<file path="config.mk">
export PLATFORM = sky130hd
export DESIGN_NAME = cqpm_mapper_tx
export DESIGN_NICKNAME = d
export VERILOG_FILES = /design/src/shared/cqpm_pkg.sv /design/src/design/cqpm_mapper_tx.sv
export VERILOG_INCLUDE_DIRS = /design/src /design/src/shared
export SDC_FILE = /design/constraint.sdc
export NUM_CORES = 1
export LEC_CHECK = 0
export BUFFER_PORTS_ARGS = -buffer_cell sky130_fd_sc_hd__buf_2
export CAP_MARGIN = 20
export CORE_MARGIN = 5
export CORE_UTILIZATION = 37
export CTS_BUF_LIST = sky130_fd_sc_hd__clkbuf_2
export CTS_CLUSTER_SIZE = 16
export DETAILED_ROUTE_END_ITERATION = 6
export PLACE_DENSITY_LB_ADDON = 0.3
export SYNTH_ARGS = -nofsm -noshare
export SYNTH_HDL_FRONTEND = slang
export SYNTH_SLANG_ARGS = --single-unit
</file>
<file path="constraint.sdc">
create_clock -name core_clk_in -period 14.9 [get_ports core_clk_in]
set_clock_uncertainty 0.05 [all_clocks]
set_input_delay 2.98 -clock core_clk_in [delete_from_list [all_inputs] [get_ports core_clk_in]]
set_output_delay 2.98 -clock core_clk_in [all_outputs]
set_load 0.1 [all_outputs]
</file>
<file path="src/shared/cqpm_defines.svh">
// Purpose: constants of the coherent mapping and pilot insertion stage
// Assumes: 25 MHz core clock, tone list of at most 72 carriers
// Notes: amplitudes are signed 16-bit, full unit is 16384
`ifndef CQPM_DEFINES_SVH
`define CQPM_DEFINES_SVH

// band select codes
`define CQPM_BAND_CEN_A   2'h0
`define CQPM_BAND_CEN_B   2'h1
`define CQPM_BAND_FCC     2'h2

// carriers per symbol
`define CQPM_M_CEN_A      7'h24
`define CQPM_M_CEN_B      7'h10
`define CQPM_M_FCC        7'h48

// pilot spacing in carrier spacings
`define CQPM_SP_CEN_A     7'h0c
`define CQPM_SP_CEN_B     7'h08
`define CQPM_SP_FCC       7'h0c

// pilot position offset
`define CQPM_OFF_CEN      7'h06
`define CQPM_OFF_FCC      7'h24

// absolute bin of the first carrier
`define CQPM_FIRST_CEN_A  8'h17
`define CQPM_FIRST_CEN_B  8'h3f
`define CQPM_FIRST_FCC    8'h21

// per-symbol pilot start advance
`define CQPM_SYM_STEP     7'h02

// confirm status codes
`define CQPM_ST_SUCCESS   2'h0
`define CQPM_ST_BUSY_RX   2'h1
`define CQPM_ST_BUSY_TX   2'h2
`define CQPM_ST_FAILED    2'h3

// unit amplitude for psk points
`define CQPM_UNIT         16'sh4000
// 16-qam levels: 1 and 3 times unit over sqrt(10), rounded
`define CQPM_QAM_L1       16'sh143d
`define CQPM_QAM_L3       16'sh3cb7

`endif

</file>
<file path="src/shared/cqpm_pkg.sv">
// Purpose: types shared by the mapping stage and its bench
// Assumes: constants come from cqpm_defines.svh
// Notes: one word of the output stream is one mapped carrier
package cqpm_pkg;

  // what a stream word carries
  typedef enum logic [2:0] {
    CQPM_KIND_DATA,
    CQPM_KIND_PILOT,
    CQPM_KIND_REF_INV,
    CQPM_KIND_REF,
    CQPM_KIND_ACK
  } cqpm_kind_e;

  // one mapped carrier toward the ofdm modulator
  typedef struct packed {
    cqpm_kind_e         kind;
    logic               sym_start;
    logic [7:0]         bin;
    logic signed [15:0] re;
    logic signed [15:0] im;
  } cqpm_word_s;

  // control sequence of the mapper
  typedef enum logic [2:0] {
    CQPM_S_IDLE,
    CQPM_S_PLAN,
    CQPM_S_SCAN,
    CQPM_S_ACK,
    CQPM_S_DRAIN
  } cqpm_state_e;

endpackage

</file>
<file path="src/design/cqpm_mapper_tx.sv">
// Purpose: coherent payload mapper with pilot insertion and tx request handling
// Assumes: fch symbols, pn generator and ofdm modulator live outside
// Notes: one stream word per active carrier; stream passes a two-entry buffer
// Functional notes
// - 16-QAM only when supported and FCC band
// - four bits per point, d1d0 I, d3d2 Q
// - 16-QAM point scaled by one over sqrt ten
// - pilots only in payload data symbols
// - pilot position offset plus spacing i plus 2j
// - carriers per symbol 36, 16, 72
// - pilot spacing 12, 8, 12
// - pilot and symbol index ranges
// - pilot offset 6 CENELEC, 36 FCC
// - absolute bin is first bin plus carrier
// - active list drops masked and inactive carriers
// - pilots QPSK from PN bit pairs
// - pilots take PN outputs in ascending order
// - earlier PN bit LSB, later bit MSB
// - reference symbols framed like other symbols
// - pilots same power as data tones
// - frame request sends frame, confirms success
// - frame while listening: drop, busy receiving
// - frame while transmitting: drop, busy transmitting
// - invalid frame request: drop, failed
// - ack request sends frame or fails
// - ack while listening or sending: busy status
// - QPSK 00,01,11,10 give 0,90,180,270 degrees
`timescale 1ns/1ps
`include "cqpm_defines.svh"

module cqpm_mapper_tx (
  // clock and reset
  input  wire logic              core_clk_in,
  input  wire logic              rst_in,
  // configuration
  input  wire logic [1:0]        band_sel_in,
  input  wire logic              qam16_supported_in,
  input  wire logic              receive_listen_state_in,
  input  wire logic [71:0]       carrier_active_in,
  // frame request and confirm
  input  wire logic              frame_tx_request_in,
  input  wire logic              frame_qam16_in,
  input  wire logic [9:0]        frame_data_symbols_in,
  output logic                   frame_tx_confirm_out,
  output logic [1:0]             frame_tx_status_out,
  // ack request and confirm
  input  wire logic              ack_tx_request_in,
  output logic                   ack_tx_confirm_out,
  output logic [1:0]             ack_tx_status_out,
  output logic                   tx_busy_out,
  // payload bits
  input  wire logic              data_valid_in,
  input  wire logic [3:0]        data_bits_in,
  output logic                   data_ready_out,
  // pilot pn bits
  input  wire logic              pn_valid_in,
  input  wire logic [1:0]        pn_bits_in,
  output logic                   pn_ready_out,
  // mapped carrier stream
  output logic                   sym_valid_out,
  output cqpm_pkg::cqpm_word_s   sym_word_out,
  input  wire logic              sym_ready_in
);

  cqpm_pkg::cqpm_state_e state;  // control state
  logic [1:0]           band_q;     // band of the running frame
  logic                 qam_q;      // payload uses 16-qam
  logic [9:0]           nsym_q;     // data symbols in frame
  logic [9:0]           sym_j;      // current data symbol
  logic [71:0]          act_q;      // active carrier flags
  logic [6:0]           mact_q;     // active carrier count
  logic [71:0]          pil_mask;   // pilots by active position
  logic [6:0]           pos;        // pilot position under reduction
  logic [6:0]           base;       // reduced start of the current symbol
  logic [6:0]           acc;        // i times spacing
  logic                 first_pil;  // next placement is pilot 0
  logic [6:0]           car_k;      // carrier index in band
  logic [6:0]           act_a;      // index among active carriers
  logic                 ref_mode;   // scanning reference symbols
  logic                 ref_cnt;    // 0 inverted, 1 normal reference
  logic                 is_ack;     // running request is an ack
  logic [3:0]           data_hold;  // held payload bits
  logic                 data_hv;    // payload hold valid
  logic [1:0]           pn_hold;    // held pn pair
  logic                 pn_hv;      // pn hold valid
  cqpm_pkg::cqpm_word_s buf1;       // second buffer entry
  logic                 buf1_v;     // second entry valid

  // band lookup
  logic [1:0]  band_use;
  logic [6:0]  lk_m;
  logic [6:0]  lk_sp;
  logic [6:0]  lk_off;
  logic [7:0]  lk_first;
  logic [71:0] lk_range;
  logic [6:0]  req_mact;
  logic        frame_bad;

  // scan step
  logic                 cur_act;
  logic                 cur_pil;
  logic                 can_go;
  logic                 push_req;
  logic                 push_ok;
  logic                 pop;
  logic                 data_take;
  logic                 pn_take;
  cqpm_pkg::cqpm_word_s push_word;
  logic                 next_data_hv;
  logic                 next_pn_hv;

  // quarter-turn psk point; pilots and QPSK data use this amplitude
  function automatic logic [31:0] qpsk_point(input logic [1:0] code);
    logic signed [15:0] a;
    a = `CQPM_UNIT;
    unique case (code)
      2'h0: qpsk_point = {a, 16'sh0000};        // 0 degrees
      2'h1: qpsk_point = {16'sh0000, a};        // 90 degrees
      2'h3: qpsk_point = {-a, 16'sh0000};       // 180 degrees
      2'h2: qpsk_point = {16'sh0000, -a};       // 270 degrees
    endcase
  endfunction

  // 16-qam axis level, already scaled by 1/sqrt(10)
  function automatic logic signed [15:0] qam_level(input logic [1:0] b);
    unique case (b)
      2'h0: qam_level = -`CQPM_QAM_L3;
      2'h2: qam_level = -`CQPM_QAM_L1;
      2'h3: qam_level = `CQPM_QAM_L1;
      2'h1: qam_level = `CQPM_QAM_L3;
    endcase
  endfunction

  // band table: idle looks at the request, otherwise the latched band
  always_comb
  begin
    band_use = (state == cqpm_pkg::CQPM_S_IDLE) ? band_sel_in : band_q;
    lk_m     = 7'h00;
    lk_sp    = 7'h01;
    lk_off   = 7'h00;
    lk_first = 8'h00;
    unique case (band_use)
      `CQPM_BAND_CEN_A:
      begin
        lk_m     = `CQPM_M_CEN_A;
        lk_sp    = `CQPM_SP_CEN_A;
        lk_off   = `CQPM_OFF_CEN;
        lk_first = `CQPM_FIRST_CEN_A;
      end
      `CQPM_BAND_CEN_B:
      begin
        lk_m     = `CQPM_M_CEN_B;
        lk_sp    = `CQPM_SP_CEN_B;
        lk_off   = `CQPM_OFF_CEN;
        lk_first = `CQPM_FIRST_CEN_B;
      end
      `CQPM_BAND_FCC:
      begin
        lk_m     = `CQPM_M_FCC;
        lk_sp    = `CQPM_SP_FCC;
        lk_off   = `CQPM_OFF_FCC;
        lk_first = `CQPM_FIRST_FCC;
      end
      default: lk_m = 7'h00;           // unused code: no carriers
    endcase
  end

  // active count of the requested band; never above its carrier count
  always_comb
  begin
    lk_range = (72'h1 << lk_m) - 72'h1;
    req_mact = 7'($countones(carrier_active_in & lk_range));
    frame_bad = (lk_m == 7'h00) || (req_mact == 7'h00) || (frame_data_symbols_in == 10'h000)
             || (frame_qam16_in && !(qam16_supported_in && band_sel_in == `CQPM_BAND_FCC));
  end

  // current carrier: active list is the band scan minus masked ones
  always_comb
  begin
    cur_act   = act_q[car_k];
    cur_pil   = cur_act && !ref_mode && pil_mask[act_a];
    data_take = 1'b0;
    pn_take   = 1'b0;
    can_go    = 1'b1;
    push_req  = 1'b0;
    push_word = '0;
    push_word.bin       = lk_first + {1'b0, car_k};
    push_word.sym_start = (act_a == 7'h00);
    if (state == cqpm_pkg::CQPM_S_SCAN && cur_act)
    begin
      if (ref_mode)
      begin
        // reference symbols go out as ordinary framed symbols
        can_go         = !buf1_v;
        push_word.kind = ref_cnt ? cqpm_pkg::CQPM_KIND_REF : cqpm_pkg::CQPM_KIND_REF_INV;
        push_word.re   = ref_cnt ? `CQPM_UNIT : -`CQPM_UNIT;
        push_word.im   = 16'sh0000;
      end
      else if (cur_pil)
      begin
        // pilots take pn pairs in ascending carrier order
        can_go         = !buf1_v && pn_hv;
        pn_take        = can_go;
        push_word.kind = cqpm_pkg::CQPM_KIND_PILOT;
        {push_word.re, push_word.im} = qpsk_point({pn_hold[1], pn_hold[0]});
      end
      else
      begin
        can_go         = !buf1_v && data_hv;
        data_take      = can_go;
        push_word.kind = cqpm_pkg::CQPM_KIND_DATA;
        if (qam_q)
        begin
          push_word.re = qam_level(data_hold[1:0]);
          push_word.im = qam_level(data_hold[3:2]);
        end
        else
        begin
          {push_word.re, push_word.im} = qpsk_point(data_hold[1:0]);
        end
      end
      push_req = can_go;
    end
    else if (state == cqpm_pkg::CQPM_S_ACK)
    begin
      push_req       = !buf1_v;
      push_word.kind = cqpm_pkg::CQPM_KIND_ACK;
      push_word.bin  = lk_first;
      push_word.sym_start = 1'b1;
    end
    push_ok = push_req && !buf1_v;
    pop     = sym_valid_out && sym_ready_in;
  end

  // payload and pn holding registers; ready is the inverse of full
  always_comb
  begin
    next_data_hv = (data_hv && !data_take) || (data_valid_in && data_ready_out);
    next_pn_hv   = (pn_hv && !pn_take) || (pn_valid_in && pn_ready_out);
  end

  always_ff @(posedge core_clk_in)
  begin
    if (rst_in)
    begin
      data_hv        <= 1'b0;
      data_hold      <= 4'h0;
      data_ready_out <= 1'b0;
      pn_hv          <= 1'b0;
      pn_hold        <= 2'h0;
      pn_ready_out   <= 1'b0;
    end
    else
    begin
      data_hv        <= next_data_hv;
      data_ready_out <= !next_data_hv;
      pn_hv          <= next_pn_hv;
      pn_ready_out   <= !next_pn_hv;
      if (data_valid_in && data_ready_out)
      begin
        data_hold <= data_bits_in;
      end
      if (pn_valid_in && pn_ready_out)
      begin
        pn_hold <= pn_bits_in;    // bit 0 is the earlier pn bit
      end
    end
  end

  // two-entry output buffer; head entry drives the stream directly
  always_ff @(posedge core_clk_in)
  begin
    if (rst_in)
    begin
      sym_valid_out <= 1'b0;
      sym_word_out  <= '0;
      buf1          <= '0;
      buf1_v        <= 1'b0;
    end
    else if (pop)
    begin
      // head leaves; second entry or new word moves up
      if (buf1_v)
      begin
        sym_word_out <= buf1;
        buf1_v       <= 1'b0;
      end
      else if (push_ok)
      begin
        sym_word_out <= push_word;
      end
      else
      begin
        sym_valid_out <= 1'b0;
      end
    end
    else if (push_ok)
    begin
      if (!sym_valid_out)
      begin
        sym_word_out  <= push_word;
        sym_valid_out <= 1'b1;
      end
      else
      begin
        buf1   <= push_word;
        buf1_v <= 1'b1;
      end
    end
  end

  // request handling, pilot planning and carrier scan
  always_ff @(posedge core_clk_in)
  begin
    if (rst_in)
    begin
      state                <= cqpm_pkg::CQPM_S_IDLE;
      band_q <= 2'h0; qam_q <= 1'b0; nsym_q <= 10'h000; sym_j <= 10'h000;
      act_q  <= 72'h0; mact_q <= 7'h00; pil_mask <= 72'h0;
      pos    <= 7'h00; base <= 7'h00; acc <= 7'h00; first_pil <= 1'b0;
      car_k  <= 7'h00; act_a <= 7'h00; ref_mode <= 1'b0; ref_cnt <= 1'b0;
      is_ack <= 1'b0;
      frame_tx_confirm_out <= 1'b0;
      frame_tx_status_out  <= `CQPM_ST_SUCCESS;
      ack_tx_confirm_out   <= 1'b0;
      ack_tx_status_out    <= `CQPM_ST_SUCCESS;
      tx_busy_out          <= 1'b0;
    end
    else
    begin
      frame_tx_confirm_out <= 1'b0;
      ack_tx_confirm_out   <= 1'b0;
      unique case (state)
        cqpm_pkg::CQPM_S_IDLE:
        begin
          // frame request: listening first, then validity
          if (frame_tx_request_in)
          begin
            if (receive_listen_state_in)
            begin
              frame_tx_confirm_out <= 1'b1;
              frame_tx_status_out  <= `CQPM_ST_BUSY_RX;
            end
            else if (frame_bad)
            begin
              frame_tx_confirm_out <= 1'b1;
              frame_tx_status_out  <= `CQPM_ST_FAILED;
            end
            else
            begin
              band_q    <= band_sel_in;
              qam_q     <= frame_qam16_in;
              nsym_q    <= frame_data_symbols_in;
              act_q     <= carrier_active_in & lk_range;
              mact_q    <= req_mact;
              sym_j     <= 10'h000;
              pil_mask  <= 72'h0;
              pos       <= lk_off;
              acc       <= 7'h00;
              first_pil <= 1'b1;
              car_k     <= 7'h00;
              act_a     <= 7'h00;
              ref_mode  <= 1'b1;
              ref_cnt   <= 1'b0;
              is_ack    <= 1'b0;
              tx_busy_out <= 1'b1;
              state     <= cqpm_pkg::CQPM_S_SCAN;
            end
          end
          // ack request; a frame taken in the same cycle makes it busy
          if (ack_tx_request_in)
          begin
            ack_tx_confirm_out <= 1'b1;
            if (receive_listen_state_in)
            begin
              ack_tx_status_out <= `CQPM_ST_BUSY_RX;
            end
            else if (frame_tx_request_in && !frame_bad)
            begin
              ack_tx_status_out <= `CQPM_ST_BUSY_TX;
            end
            else if (lk_m == 7'h00)
            begin
              ack_tx_status_out <= `CQPM_ST_FAILED;
            end
            else
            begin
              ack_tx_confirm_out <= 1'b0;
              band_q      <= band_sel_in;
              is_ack      <= 1'b1;
              tx_busy_out <= 1'b1;
              state       <= cqpm_pkg::CQPM_S_ACK;
            end
          end
        end
        cqpm_pkg::CQPM_S_PLAN:
        begin
          // place pilots i while i*spacing < active count, positions mod count
          if (pos >= mact_q)
          begin
            pos <= pos - mact_q;
          end
          else if (acc < mact_q)
          begin
            pil_mask[pos] <= 1'b1;
            if (first_pil)
            begin
              base <= pos;
            end
            first_pil <= 1'b0;
            pos <= pos + lk_sp;
            acc <= acc + lk_sp;
          end
          else
          begin
            state <= cqpm_pkg::CQPM_S_SCAN;
          end
        end
        cqpm_pkg::CQPM_S_SCAN:
        begin
          if (can_go)
          begin
            if (cur_act)
            begin
              act_a <= act_a + 7'h01;
            end
            if (car_k == lk_m - 7'h01)
            begin
              car_k <= 7'h00;
              act_a <= 7'h00;
              if (ref_mode)
              begin
                // inverted reference, then normal, then first data plan
                ref_cnt <= 1'b1;
                if (ref_cnt)
                begin
                  ref_mode <= 1'b0;
                  state    <= cqpm_pkg::CQPM_S_PLAN;
                end
              end
              else if (sym_j == nsym_q - 10'h001)
              begin
                state <= cqpm_pkg::CQPM_S_DRAIN;
              end
              else
              begin
                sym_j     <= sym_j + 10'h001;
                pil_mask  <= 72'h0;
                pos       <= base + `CQPM_SYM_STEP;
                acc       <= 7'h00;
                first_pil <= 1'b1;
                state     <= cqpm_pkg::CQPM_S_PLAN;
              end
            end
            else
            begin
              car_k <= car_k + 7'h01;
            end
          end
        end
        cqpm_pkg::CQPM_S_ACK:
        begin
          if (push_ok)
          begin
            state <= cqpm_pkg::CQPM_S_DRAIN;
          end
        end
        cqpm_pkg::CQPM_S_DRAIN:
        begin
          // success once every word has left the buffer
          if (!sym_valid_out && !buf1_v)
          begin
            tx_busy_out <= 1'b0;
            state       <= cqpm_pkg::CQPM_S_IDLE;
            if (is_ack)
            begin
              ack_tx_confirm_out <= 1'b1;
              ack_tx_status_out  <= `CQPM_ST_SUCCESS;
            end
            else
            begin
              frame_tx_confirm_out <= 1'b1;
              frame_tx_status_out  <= `CQPM_ST_SUCCESS;
            end
          end
        end
      endcase
      // requests while transmitting are refused, listening taking precedence; a same-kind request in the final drain cycle sees only the success confirm
      if (state != cqpm_pkg::CQPM_S_IDLE && frame_tx_request_in && !(state == cqpm_pkg::CQPM_S_DRAIN
          && !is_ack && !sym_valid_out && !buf1_v))
      begin
        frame_tx_confirm_out <= 1'b1;
        frame_tx_status_out  <= receive_listen_state_in ? `CQPM_ST_BUSY_RX : `CQPM_ST_BUSY_TX;
      end
      if (state != cqpm_pkg::CQPM_S_IDLE && ack_tx_request_in && !(state == cqpm_pkg::CQPM_S_DRAIN
          && is_ack && !sym_valid_out && !buf1_v))
      begin
        ack_tx_confirm_out <= 1'b1;
        ack_tx_status_out  <= receive_listen_state_in ? `CQPM_ST_BUSY_RX : `CQPM_ST_BUSY_TX;
      end
    end
  end

endmodule

</file>
* Word-level counts from Yosys, hierarchy flattened
Cells that the tools add are included.
** Cells by class
- Reductions and logical operators :: 80
- Bitwise gates (word level) :: 6
- Order comparisons :: 6
- Multiplexer cells :: 184
- Shifts and indexed selects :: 1
- Equal/unequal tests :: 45
- Add/sub/neg operators :: 82
** Operator list (count)
- 72-bit two-way mux :: 9
- 32-bit one-hot mux with 4 select lines :: 2
- 44-bit two-way mux :: 5
- 72-bit one-hot mux with 3 select lines :: 1
- 7-bit two-way mux :: 23
- 32-bit two-way mux :: 4
- 16-bit one-hot mux with 4 select lines :: 2
- 1-bit by 1-bit adder with 2-bit output :: 36
- 72-bit AND :: 1
- 72-bit OR :: 1
- 1-bit by 7-bit << shifter with 72-bit output, first input constant :: 1
- 72-bit by 1-bit subtractor with 72-bit output, second input constant :: 1
- 10-bit two-way mux :: 7
- 1-bit two-way mux :: 67
- 7-bit one-hot mux with 3 select lines :: 3
- 2-bit by 2-bit adder with 3-bit output :: 18
- 3-bit two-way mux :: 17
- 2-bit two-way mux :: 23
- 3-bit by 3-bit adder with 4-bit output :: 9
- 2-bit inequality test, second input constant :: 14
- 7-bit one-hot mux with 2 select lines :: 2
- 1-bit logical AND :: 26
- 7-bit by 8-bit less-than comparator with 1-bit output, second input constant :: 3
- 7-bit zero test :: 3
- 58 further kinds :: 126
** Storage, ports and cells
- Output and inout bits :: 54
- Logic and storage cells :: 444
- Input bits :: 100
- Flip-flop bits (word level) :: 323

* Logic depth before layout (Yosys ltp)
- Word-level depth :: 26
- Mapped depth :: 36
- Gate-level depth less buffers :: 30

* Least setup slack after synthesis
Ideal clock, no wire load.
- Path type :: input -> register
- Start :: input port band_sel_in[0]
- End :: register pil_mask[12]
- Buffers on the path :: 6
- Data required time :: 14735 ps
- Setup time :: 115 ps
- Setup slack :: 2735 ps
- Arrival :: 12000 ps
- Stages on the path :: 31
- Cells stage by stage :: nor4b_1 nor2_1 clkbuf_1 buf_1 ha_1 clkbuf_1 clkbuf_1 nand2_1 fa_1 inv_1 fa_1 fa_1 inv_1 fa_1 inv_1 fa_1 fa_1 fa_1 inv_1 fa_1 fa_1 xnor2_1 or3b_2 o41ai_2 nor3_1 nor3_2 a211o_1 buf_2 buf_2 nor3_1 o21a_1
** On the way
- Word-level cells in the longest chain between the ends :: 19
- Elaborated cells between the ends (all ways) :: 93
- Classes of those cells :: add/sub (73); eq/ne (6); shift (1); mux (2); bitwise (1); reduce/logical (10)
** Ends and longest elaborated chain
- start: declaration :: line cqpm_mapper_tx.sv:36 : input wire logic [1:0] band_sel_in,
- 2-bit two-way mux :: line cqpm_mapper_tx.sv:137 : band_use = (state == cqpm_pkg::CQPM_S_IDLE) ? band_sel_in : band_q;
- 2-bit equality test (tied with other cells) :: line cqpm_mapper_tx.sv:142 : unique case (band_use)
- 7-bit one-hot mux with 3 select lines :: line cqpm_mapper_tx.sv:142
- 1-bit by 7-bit << shifter with 72-bit output :: line cqpm_mapper_tx.sv:171 : lk_range = (72'h1 << lk_m) - 72'h1;
- 72-bit by 1-bit subtractor with 72-bit output :: line cqpm_mapper_tx.sv:171
- 72-bit AND :: line cqpm_mapper_tx.sv:172 : req_mact = 7'($countones(carrier_active_in & lk_range));
- 1-bit by 1-bit adder with 2-bit output (not written as such) :: line cqpm_mapper_tx.sv:172
- 2-bit by 2-bit adder with 3-bit output (not written as such) :: line cqpm_mapper_tx.sv:172
- 3-bit by 3-bit adder with 4-bit output (not written as such) :: line cqpm_mapper_tx.sv:172
- 4-bit by 4-bit adder with 5-bit output (not written as such) :: line cqpm_mapper_tx.sv:172
- 5-bit by 5-bit adder with 6-bit output (not written as such) :: line cqpm_mapper_tx.sv:172
- 6-bit by 6-bit adder with 7-bit output (not written as such) :: line cqpm_mapper_tx.sv:172
- 7-bit by 4-bit adder with 7-bit output (not written as such) :: line cqpm_mapper_tx.sv:172
- 7-bit zero test :: line cqpm_mapper_tx.sv:173 : frame_bad = (lk_m == 7'h00) || (req_mact == 7'h00) || (frame_data_symbols_in == 10'h000)
- 1-bit logical OR (3 in series) :: line cqpm_mapper_tx.sv:173
- 2-bit inequality test (no source line)
- 10-bit AND reduction (no source line) (*)
- end signal: assignment :: line cqpm_mapper_tx.sv:319 : act_q <= 72'h0; mact_q <= 7'h00; pil_mask <= 72'h0;
- end signal: assignment :: line cqpm_mapper_tx.sv:357 : pil_mask <= 72'h0;
- end signal: indexed assignment :: line cqpm_mapper_tx.sv:405 : pil_mask[pos] <= 1'b1;
- end: declaration :: line cqpm_mapper_tx.sv:72 : logic [71:0] pil_mask;
Mark *: on every way between the ends. The rest lies on a longest branch, timed or not.
A chain may end at the register's enable or synchronous reset.

* Worst setup path in the final report
- Start :: input port band_sel_in[0]
- End :: register pil_mask[36]
The elaborated chain is that of the path after synthesis.

==> flow_summary.ini <==
[critical_path]
reg2reg_slack_ns = 3.87
slowest_stage = o41ai_2
critical_path_required_ns = 15.71
startpoint = band_sel_in[0]
crit_arrival_ns = 13.28
worstSetupEndpointType = flip-flop
critPathMostFrequentCell = fa_1
r2r_end = pil_mask[36]
path_max_fanout = 49
rr_worst_depth = 27
criticalPathCategory = input port to flip-flop
cp-endpoint = pil_mask[36]
cp-start-kind = input port
max_stage_delay_ns = 0.85
r2r_start = state[1]

[grt]
grt_max_degree = 79
grt_pass1_vias = 14600
grt_pass1_wl_mm = 77.0
grtUsageTotal = 0.189
antenna_found_initial = 1
grt_overflow_total = 0

[yosys]
synth_edf_count = 0
yosys.area.top_type = dfxtp_1
ys_ff_latch = 285
synth-seq-area-share = 0.339
synth.distinct_cells = 83
synth_top_area_share = 0.339
synth_cells = 1987
netlist_top_cells_area = dfxtp_1, fa_1, nand2_1
syn_nets = 2211
ys_async_sr_fraction = 0
ys_warn_count = 0
synth_area_per_cell_um2 = 8.46
postSynth.topFlopCell = dfxtp_1
syn-cell-area_mm2 = 0.0168

[sta]
worst_pin_slew_ns = 1.09
finalSetupViolCount = 0
fin_crit_sh = 0.837
max_freq_mhz = 80.2
fin_tns_setup_ns = 0
period_needed_ns = 12.47
rsz0062_at_grt = no
drv_slew = 0
hold_slack_ns = 0.405
finalHoldViolations = 0
slew_headroom = 0.269

[clocking]
htreeDepth = 3
post_cts_resized = 0
numCtsBuffers = 76
cts_root_buf = clkbuf_2
cts.sinks = 285
path_clk_slew_ns = 0.10
ctsLongestPathBuffers = 3
clk_latency_ns = 0.94
cts_hold_buf = 0
post_cts_buffers = 0
cts_tree = done

[detailed_routing]
num_vias = 14800
first_iter_violations = 1003
drt_wl_total_mm = 48.2
postRouteAntennaNets = 0
wl_per_cell_um = 17.6
viasPerCell = 5.39
firstDrtPassIters = 5
drcViolationCount = 0

[placement]
routabilityCongestion = 0.898
port_buffers = 153
hpwl_mm = 35.1

[cells_and_area]
multi_input_area_mm2 = 0.0100
area_growth_pct = 10.1
nets = 2314
fin_util = 0.410
drive_above_1_share = 0.164
fillers = 4638
regArea_mm2 = 0.00571

[status]
status = finished clean

[die]
die_x_um = 223
rows = 78
dieArea_mm2 = 0.0498
io_pins = 154
core_area_mm2 = 0.0452
start_util = 0.372
die_height_um = 223

[min_path]
hold-path-cell-count = 2
min_path_type = flip-flop to flip-flop

[run]
max_cap_violations = 0
worst max-delay path: cells and delay by family:
| family | cells | cell delay [ns] |
|---|---|---|
| compound gates | 4 | 1.47 |
| fa+ha+maj | 11 | 5.21 |
| buf+inv | 6 | 0.87 |
| mux | 1 | 0.17 |
| simple gates | 7 | 2.56 |
synthesized netlist by cell type (7+ instances only):
cell type and n:
nor2b_1 34, xnor2_1 22, xor2_1 15, fa_1 63, or3_1 25, a21oi_1 184
o21ai_1 13, nand2b_1 10, buf_2 28, a21o_1 13, nor4_1 10, nor2_1 104
o21a_1 79, o21ai_0 48, nand3_1 83, nand2_1 271, nor4b_1 7, o211ai_1 7
mux2i_1 50, dfxtp_1 285, a31oi_1 7, inv_1 108, a311oi_1 11, a211oi_1 30
and2_1 30, nand3b_1 7, a22oi_1 9, mux4_2 25, and3_1 13, nor3_1 92
clkbuf_1 89, ha_1 61, o31ai_1 8, or4_1 11, nand4_1 15, buf_4 22
layout by cell type (no fill, tap or decap), types with 6 or more instances in the layout:
cell	instances
o21ai_0	48
mux2i_1	50
fa_1	63
a311oi_1	11
dfxtp_1	284
nor4_1	10
clkbuf_2	117
nor3_1	91
nand3_1	83
and3_1	13
xnor2_1	22
xor2_1	15
buf_2	153
mux4_2	25
nand4_1	15
nor4b_1	6
o31ai_1	8
o211ai_1	7
and2_1	30
inv_1	108
o21a_1	79
a21oi_1	184
nand3b_1	7
or4_1	11
a31oi_1	7
ha_1	60
o21ai_1	12
clkinv_1	10
a211oi_1	30
nor2_1	102
a22oi_1	9
nand2_1	271
buf_4	19
nor2b_1	34
a21o_1	13
nand2b_1	10
or3_1	24
cell families after synthesis:
kind of cell	after synthesis	share of synthesized area
DFF	285	0.339
and+or+nand+nor	725	0.205
muxes	82	0.0679
adders and majority gates	125	0.121
buffers and inverters	262	0.0677
xor gates and xnor gates	37	0.0193
AOI/OAI and AO/OA	471	0.180
area by class of cell:
class / instances / area share
Multi-Input combinational cell: 1440 / 0.541
Sequential cell: 285 / 0.308
Timing Repair Buffer: 174 / 0.0508
Tap cell: 600 / 0.0406
Clock buffer: 117 / 0.0316
Inverter: 113 / 0.0229
Clock inverter: 13 / 0.00439
Antenna cell: 1 / 0.000135
per-layer routing:
metal / part of all wire / track usage
met3: 0.060 / 0.0374
met5: 0 / 0
met1: 0.44 / 0.250
met2: 0.47 / 0.311
met4: 0.025 / 0.0603
state kept, by name, summed over array words and instances, names as in the netlist, 4 cells and up:
signal	cells
base	7
pil_mask	72
acc	7
act_a	7
data_hold	4
sym_j	10
car_k	7
nsym_q	10
buf1	25
sym_word_out	25
pos	7
act_q	72
mact_q	7
worst min-delay path by stage:
stage / slack [ns] / end / startpoint
floorplan: 0.38 / buf1[41] / buf1[41]
global placement: 0.39 / pil_mask[24] / pil_mask[24]
detailed placement: 0.39 / act_q[34] / act_q[34]
CTS: 0.41 / act_q[34] / act_q[34]
global route: 0.42 / act_q[59] / act_q[59]
finish: 0.40 / act_q[34] / act_q[34]
per-stage QoR:
stage,setup slack [ns],instances,instance area (µm²)
floorplan,2.74,1987,16800
global route,1.86,2743,18500
CTS,2.53,2739,18500
finish,2.43,2743,18500
detailed placement,1.62,2609,17800
global placement,1.80,2609,17800
Power is left out: the tool's default activity adds up to more than one toggle a clock period on the data nets, which glitch-free logic cannot reach.
